### config.mk
export PLATFORM = sky130hd
export DESIGN_NAME = cmp_b_ctrl
export DESIGN_NICKNAME = d
export VERILOG_FILES = /design/src/cmp_b_pkg.sv /design/src/cmp_b_ctrl.sv /design/src/cmp_b_sync.sv
export SDC_FILE = /design/constraint.sdc
export NUM_CORES = 1
export LEC_CHECK = 0
export ABC_AREA = 1
export BUFFER_PORTS_ARGS = -buffer_cell sky130_fd_sc_hd__buf_4
export CAP_MARGIN = 20
export CORE_ASPECT_RATIO = 0.8
export CORE_MARGIN = 5
export CORE_UTILIZATION = 45
export DETAILED_ROUTE_END_ITERATION = 12
export HOLD_SLACK_MARGIN = 0.06
export PLACE_DENSITY = 0.87
export SYNTH_ARGS = -nofsm -noshare
export SYNTH_HDL_FRONTEND = slang
export SYNTH_SLANG_ARGS = --single-unit
### constraint.sdc
create_clock -name core_clk_i -period 1.2 [get_ports core_clk_i]
set_clock_uncertainty 0.1 [all_clocks]
set_input_delay 0 -clock core_clk_i [delete_from_list [all_inputs] [get_ports core_clk_i]]
set_output_delay 0 -clock core_clk_i [all_outputs]
set_load 0.01 [all_outputs]
### src/cmp_b_pkg.sv
// Package for the second comparator control block: offsets, fields, resets.
// Assumes an 8-bit register port driven by a single-clock core.
`default_nettype none

package cmp_b_pkg;

    localparam int ADDR_W = 8;
    localparam int DATA_W = 8;

    // Register offsets
    localparam logic [7:0] MODE_OFFSET = 8'h89;
    localparam logic [7:0] CTRL_OFFSET = 8'h8A;

    // Control register field positions
    localparam int CTRL_EN_BIT   = 7;
    localparam int CTRL_OUT_BIT  = 6;
    localparam int CTRL_RISE_BIT = 5;
    localparam int CTRL_FALL_BIT = 4;
    localparam int CTRL_HYP_LSB  = 2;
    localparam int CTRL_HYN_LSB  = 0;

    // Mode register field positions
    localparam int MODE_RIE_BIT  = 5;
    localparam int MODE_FIE_BIT  = 4;
    localparam int MODE_RESP_LSB = 0;

    // Values after reset
    localparam logic [7:0] MODE_RESET = 8'h02;
    localparam logic [7:0] CTRL_RESET = 8'h00;
    localparam logic [1:0] RESP_RESET = 2'h2;
    localparam logic [7:0] DATA_ZERO  = 8'h00;

    // Synchroniser depth
    localparam int SYNC_STAGES = 2;

    // Settings handed to the analog core
    typedef struct packed {
        logic       enable;
        logic [1:0] pos_hyst;
        logic [1:0] neg_hyst;
        logic [1:0] response_mode;
    } analog_cfg_s;

endpackage

`default_nettype wire

### src/cmp_b_ctrl.sv
// Control and status logic for the second voltage comparator.
// Assumes an analog core supplying an asynchronous output level and a
// simple register port: strobes one cycle, read data one cycle later.
`timescale 1ns/1ps
`default_nettype none

module cmp_b_ctrl (
    input  wire logic                     core_clk_i,
    input  wire logic                     rst_n_i,
    input  wire logic [7:0]               addr_i,
    input  wire logic [7:0]               wdata_i,
    input  wire logic                     wr_i,
    input  wire logic                     rd_i,
    output var  logic [7:0]               rdata_o,
    input  wire logic                     cmp_raw_i,
    output var  cmp_b_pkg::analog_cfg_s   analog_cfg_o,
    output var  logic                     cmp_b_routed_out_o,
    output var  logic                     irq_o
);

    // Registered fields
    logic       cmp_b_enable;
    logic       cmp_b_rise_flag;
    logic       cmp_b_fall_flag;
    logic [1:0] cmp_b_pos_hyst_sel;
    logic [1:0] cmp_b_neg_hyst_sel;
    logic       cmp_b_rise_irq_en;
    logic       cmp_b_fall_irq_en;
    logic [1:0] cmp_b_response_mode;
    logic       out_prev;
    logic [7:0] rdata;

    logic       next_enable;
    logic       next_rise_flag;
    logic       next_fall_flag;
    logic [1:0] next_pos_hyst;
    logic [1:0] next_neg_hyst;
    logic       next_rise_irq_en;
    logic       next_fall_irq_en;
    logic [1:0] next_response_mode;
    logic       next_out_prev;
    logic [7:0] next_rdata;

    logic       cmp_sync;
    logic       cmp_b_output_state;
    logic       rise_evt;
    logic       fall_evt;
    logic       wr_ctrl;
    logic       wr_mode;
    logic [7:0] ctrl_view;
    logic [7:0] mode_view;

    // Comparator output brought into the core clock domain
    cmp_b_sync u_sync (
        .core_clk_i (core_clk_i),
        .rst_n_i    (rst_n_i),
        .async_i    (cmp_raw_i),
        .sync_o     (cmp_sync)
    );

    // forced low
    // Output state reads low while the comparator is shut down
    assign cmp_b_output_state = cmp_b_enable & cmp_sync;

    // edge detect
    // Edges only count while enabled, which also suspends interrupts
    assign rise_evt = cmp_b_enable &  cmp_b_output_state & ~out_prev;
    assign fall_evt = cmp_b_enable & ~cmp_b_output_state &  out_prev;

    // Address decode
    assign wr_ctrl = wr_i && (addr_i == cmp_b_pkg::CTRL_OFFSET);
    assign wr_mode = wr_i && (addr_i == cmp_b_pkg::MODE_OFFSET);

    // Register views as software sees them
    always_comb begin
        ctrl_view = cmp_b_pkg::DATA_ZERO;
        ctrl_view[cmp_b_pkg::CTRL_EN_BIT]   = cmp_b_enable;
        ctrl_view[cmp_b_pkg::CTRL_OUT_BIT]  = cmp_b_output_state;
        ctrl_view[cmp_b_pkg::CTRL_RISE_BIT] = cmp_b_rise_flag;
        ctrl_view[cmp_b_pkg::CTRL_FALL_BIT] = cmp_b_fall_flag;
        ctrl_view[cmp_b_pkg::CTRL_HYP_LSB +: 2] = cmp_b_pos_hyst_sel;
        ctrl_view[cmp_b_pkg::CTRL_HYN_LSB +: 2] = cmp_b_neg_hyst_sel;
        mode_view = cmp_b_pkg::DATA_ZERO;
        mode_view[cmp_b_pkg::MODE_RIE_BIT] = cmp_b_rise_irq_en;
        mode_view[cmp_b_pkg::MODE_FIE_BIT] = cmp_b_fall_irq_en;
        mode_view[cmp_b_pkg::MODE_RESP_LSB +: 2] = cmp_b_response_mode;
    end

    // Next values of the enable, hysteresis and mode fields
    always_comb begin
        next_enable        = cmp_b_enable;
        next_pos_hyst      = cmp_b_pos_hyst_sel;
        next_neg_hyst      = cmp_b_neg_hyst_sel;
        next_rise_irq_en   = cmp_b_rise_irq_en;
        next_fall_irq_en   = cmp_b_fall_irq_en;
        next_response_mode = cmp_b_response_mode;
        if (wr_ctrl) begin
            next_enable   = wdata_i[cmp_b_pkg::CTRL_EN_BIT];
            next_pos_hyst = wdata_i[cmp_b_pkg::CTRL_HYP_LSB +: 2];
            next_neg_hyst = wdata_i[cmp_b_pkg::CTRL_HYN_LSB +: 2];
        end
        if (wr_mode) begin
            next_rise_irq_en   = wdata_i[cmp_b_pkg::MODE_RIE_BIT];
            next_fall_irq_en   = wdata_i[cmp_b_pkg::MODE_FIE_BIT];
            next_response_mode = wdata_i[cmp_b_pkg::MODE_RESP_LSB +: 2];
        end
    end

    // Register the configuration fields
    always_ff @(posedge core_clk_i) begin
        if (!rst_n_i) begin
            cmp_b_enable <= cmp_b_pkg::CTRL_RESET[cmp_b_pkg::CTRL_EN_BIT];
            cmp_b_pos_hyst_sel <=
                cmp_b_pkg::CTRL_RESET[cmp_b_pkg::CTRL_HYP_LSB +: 2];
            cmp_b_neg_hyst_sel <=
                cmp_b_pkg::CTRL_RESET[cmp_b_pkg::CTRL_HYN_LSB +: 2];
            cmp_b_rise_irq_en <=
                cmp_b_pkg::MODE_RESET[cmp_b_pkg::MODE_RIE_BIT];
            cmp_b_fall_irq_en <=
                cmp_b_pkg::MODE_RESET[cmp_b_pkg::MODE_FIE_BIT];
            cmp_b_response_mode <= cmp_b_pkg::RESP_RESET;
        end else begin
            cmp_b_enable        <= next_enable;
            cmp_b_pos_hyst_sel  <= next_pos_hyst;
            cmp_b_neg_hyst_sel  <= next_neg_hyst;
            cmp_b_rise_irq_en   <= next_rise_irq_en;
            cmp_b_fall_irq_en   <= next_fall_irq_en;
            cmp_b_response_mode <= next_response_mode;
        end
    end

    // Next values of the sticky edge flags and the edge history
    // History tracks the gated level, so enabling while the comparator
    // is already high counts as a rising edge; software clears it
    always_comb begin
        next_rise_flag = cmp_b_rise_flag;
        next_fall_flag = cmp_b_fall_flag;
        next_out_prev  = cmp_b_output_state;
        if (wr_ctrl) begin
            next_rise_flag = wdata_i[cmp_b_pkg::CTRL_RISE_BIT];
            next_fall_flag = wdata_i[cmp_b_pkg::CTRL_FALL_BIT];
        end
        // set wins
        // A hardware edge overrides a clear in the same cycle
        if (rise_evt) begin
            next_rise_flag = 1'b1;
        end
        if (fall_evt) begin
            next_fall_flag = 1'b1;
        end
    end

    // Register the flags and the previous output level
    always_ff @(posedge core_clk_i) begin
        if (!rst_n_i) begin
            cmp_b_rise_flag <= cmp_b_pkg::CTRL_RESET[cmp_b_pkg::CTRL_RISE_BIT];
            cmp_b_fall_flag <= cmp_b_pkg::CTRL_RESET[cmp_b_pkg::CTRL_FALL_BIT];
            out_prev        <= cmp_b_pkg::CTRL_RESET[cmp_b_pkg::CTRL_OUT_BIT];
        end else begin
            cmp_b_rise_flag <= next_rise_flag;
            cmp_b_fall_flag <= next_fall_flag;
            out_prev        <= next_out_prev;
        end
    end

    // Read data: the addressed view for one cycle, zero otherwise
    // Unmapped addresses read as zero
    always_comb begin
        next_rdata = cmp_b_pkg::DATA_ZERO;
        if (rd_i) begin
            if (addr_i == cmp_b_pkg::CTRL_OFFSET) begin
                next_rdata = ctrl_view;
            end else if (addr_i == cmp_b_pkg::MODE_OFFSET) begin
                next_rdata = mode_view;
            end
        end
    end

    // Register the read data
    always_ff @(posedge core_clk_i) begin
        if (!rst_n_i) begin
            rdata <= cmp_b_pkg::DATA_ZERO;
        end else begin
            rdata <= next_rdata;
        end
    end

    // Outputs: read data, analog settings, routed output
    // no reset output
    always_comb begin
        rdata_o                    = rdata;
        analog_cfg_o.enable        = cmp_b_enable;
        analog_cfg_o.pos_hyst      = cmp_b_pos_hyst_sel;
        analog_cfg_o.neg_hyst      = cmp_b_neg_hyst_sel;
        analog_cfg_o.response_mode = cmp_b_response_mode;
        cmp_b_routed_out_o         = cmp_b_output_state;
    end

    assign irq_o = cmp_b_enable &
                   ((cmp_b_rise_flag & cmp_b_rise_irq_en) |
                    (cmp_b_fall_flag & cmp_b_fall_irq_en));

endmodule

`default_nettype wire

### src/cmp_b_sync.sv
// Two-flop level synchroniser for the comparator output.
// Assumes the input is asynchronous to core_clk_i.
`timescale 1ns/1ps
`default_nettype none

module cmp_b_sync (
    input  wire logic core_clk_i,
    input  wire logic rst_n_i,
    input  wire logic async_i,
    output var  logic sync_o
);

    logic stage_a;
    logic next_stage_a;
    logic next_sync;

    // Next values of both stages
    always_comb begin
        next_stage_a = rst_n_i ? async_i : 1'b0;
        next_sync    = rst_n_i ? stage_a : 1'b0;
    end

    // Register the two stages
    always_ff @(posedge core_clk_i) begin
        stage_a <= next_stage_a;
        sync_o  <= next_sync;
    end

endmodule

`default_nettype wire

==> impl_metrics.json <==
{
  "coreArea_sq_um": 1890,
  "worstMarginPinSlew_ns": 0.305,
  "drt_iter0_drc": 29,
  "cts_tree": "yes",
  "h-tree-depth": 1,
  "relSlewSlack": 0.796,
  "fmax_mhz": 880,
  "criticalPathCategory": "reg -> out",
  "gr-usage-all-layers": 0.171,
  "p_leak_nw": 0.636,
  "cp-end-kind": "output pin",
  "peakVddDrop_mv": 0.649,
  "cp_cell_sequence": "inv_1 > a21oi_1 > buf_4",
  "antenna_found_initial": 0,
  "hp-class": "in -> reg",
  "synth_top_area_share": 0.486,
  "place_congestion": 0.778,
  "finalCritPeriodShare": 0.946,
  "setup_tns_ns": 0,
  "synth_cell_types": 19,
  "setup_violations": 0,
  "cp.arrival_ns": 1.04,
  "max-cap-violations": 0,
  "n_antenna_cell": 0,
  "dp_hpwl_um": 1720,
  "rows": 14,
  "synth_seq_cells": 22,
  "cts_setup_buffers": 0,
  "worstSkewPairLatency_ns": 0.31,
  "path_max_fanout": 5,
  "wire_per_inst_um": 12.6,
  "drive_gt1_frac": 0.325,
  "die_width_um": 60.2,
  "drc": 0,
  "violations": "hold timing",
  "post-route-min-period_ns": 1.14,
  "cts_root_buffer": "clkbuf_4",
  "syn_inst": 116,
  "placement.io_buffers": 36,
  "synth_area_sq_um": 906,
  "ioPinCount": 38,
  "crit_path_top_delay_cell": "dfxtp_2",
  "vias_per_cell": 4.84,
  "synth_top_area_cell": "dfxtp_1",
  "final_max_slew_viol_count": 0,
  "numClockSinks": 22,
  "grt_setup_unrepaired": "false",
  "fillerInstances": 150,
  "first_pass_iters": 4,
  "yosys_warnings": 0,
  "dpl_worst_slack_ns": 0.122,
  "numCtsBuffers": 3,
  "ant_nets": 0,
  "rrSetupSlack_ns": 0.30,
  "area_growth_pct": 48.2,
  "crit_path_start_kind": "flop",
  "synth_nets": 137,
  "grt_max_degree": 12,
  "fin_ws_ns": 0.0643,
  "initial_utilization": 0.479,
  "cts.clk_slew.worst_paths_ns": 0.11,
  "cellPowerDensity_nw_per_um2": 892,
  "cts_buffer_depth": 2,
  "avgSynthCellArea_sq_um": 7.81,
  "cp.required_ns": 1.10,
  "wl_um": 2400,
  "die_h_um": 50.1,
  "synth_area_leaders": "dfxtp_1 (49%), nand2_1 (15%), inv_1 (5.8%), a21oi_1 (5.5%), nand3_1 (4.4%)",
  "first_global_vias": 883,
  "die-area_sq_um": 3020,
  "hold_ws_ns": -0.0739,
  "critPathMaxStageDelay_ns": 0.38,
  "yosysSeqAreaShare": 0.486,
  "grt_pass1_wl_um": 3860,
  "hold_violations": 4,
  "grt.overflow.total": 0,
  "final_nets": 189,
  "status": "finished with violations",
  "via_count": 920
}
[registers in the layout (all words and copies together), names as in the netlist]
signal,flops
out_prev,1
cmp_b_rise_irq_en,1
cmp_b_rise_flag,1
cmp_b_neg_hyst_sel,2
cmp_b_response_mode,2
cmp_b_fall_irq_en,1
rdata_o,8
cmp_b_pos_hyst_sel,2
cmp_b_fall_flag,1
u_sync.stage_a,1
cmp_b_enable,1
u_sync.sync_o,1
[worst paths after layout]
check | from | end | cells after the start
worst max-delay path | cmp_b_enable | irq_o | 3
worst min-delay path | addr_i[1] | cmp_b_fall_irq_en | 4
worst min register to register | u_sync.stage_a | u_sync.sync_o | 2
worst max register to register | cmp_b_enable | cmp_b_fall_flag | 4
[cells in the final DEF, fill, tap and decap left out, drive strengths merged]
master       instances
dfxtp               22
inv                 18
nor3                 2
clkbuf               3
a21oi               10
clkinv               1
o21ai                1
nor2                 8
dlygate4sd3         12
nand2               39
nand3                9
nand4                5
buf                 36
[through the flow]
step / util / instance area (sq um) / hold WS, ns / std cells / total power, mW
final: 0.710 / 1340 / -0.0739 / 190 / 1.20
after global routing: 0.710 / 1340 / -0.0774 / 190 / 1.25
after CTS: 0.710 / 1340 / -0.0850 / 190 / 1.21
after floorplan: - / 906 / -0.0153 / 116 / 0.787
after global placement: 0.634 / 1200 / 0.0845 / 175 / 0.850
after detailed placement: 0.634 / 1200 / 0.0865 / 175 / 0.854
[what timing repair did]
action                                 4_1_cts  5_1_grt
hold buffers                                12        1
endpoints found under the hold margin       22        9
setup endpoints to repair                    1        1
resized for setup                            1        0
[Yosys cell counts]
cell / number
o21ai_1: 1
nand4_1: 4
nand2_1: 36
nor2_8: 1
nand2_2: 3
inv_1: 14
nor2_2: 1
clkinv_4: 1
dfxtp_1: 22
nand3_4: 1
nor3_1: 1
inv_2: 4
buf_4: 1
nor3_4: 1
nor2_4: 1
nand4_2: 1
nor2_1: 5
a21oi_1: 10
nand3_1: 8
[critical path, delay by kind of cell (launching register included)]
family,cells,cell delay [ns]
compound gates,1,0.13
buf+inv,2,0.21
flops,1,0.38
[power breakdown]
group	internal (mW)	leakage [nW]	total (mW)	switching (mW)
combinational	0.0760	0.444	0.137	0.0607
clock	0.117	0.0138	0.326	0.209
sequential	0.734	0.178	0.735	0.00170
total	0.927	0.636	1.20	0.271
[routing by layer]
| metal | wire [um] | up-vias | global-route usage |
|---|---|---|---|
| li1 | - | 468 | - |
| met1 | 910 | 421 | 0.195 |
| met2 | 1270 | 27 | 0.299 |
| met3 | 177 | 4 | 0.0487 |
| met4 | 37 | 0 | 0.0627 |
| met5 | 0 | - | 0 |
[cell families after synthesis]
family | count (synthesis) | share of synthesized area
flip-flops | 22 | 0.486
AND/OR/NAND/NOR | 63 | 0.361
buffers and inverters | 20 | 0.0925
AO/OA/AOI/OAI | 11 | 0.0608
[final cells by class]
cell class | instances | area, sq um | share of cell area
clock buffer | 3 | 22.5 | 0.0168
tap | 24 | 30.0 | 0.0224
inverter | 19 | 76.3 | 0.0568
multi-input combinational | 74 | 382 | 0.284
timing repair buffer | 48 | 390 | 0.291
sequential | 22 | 442 | 0.329
No activity file was read; power rests on OpenSTA's default activity.
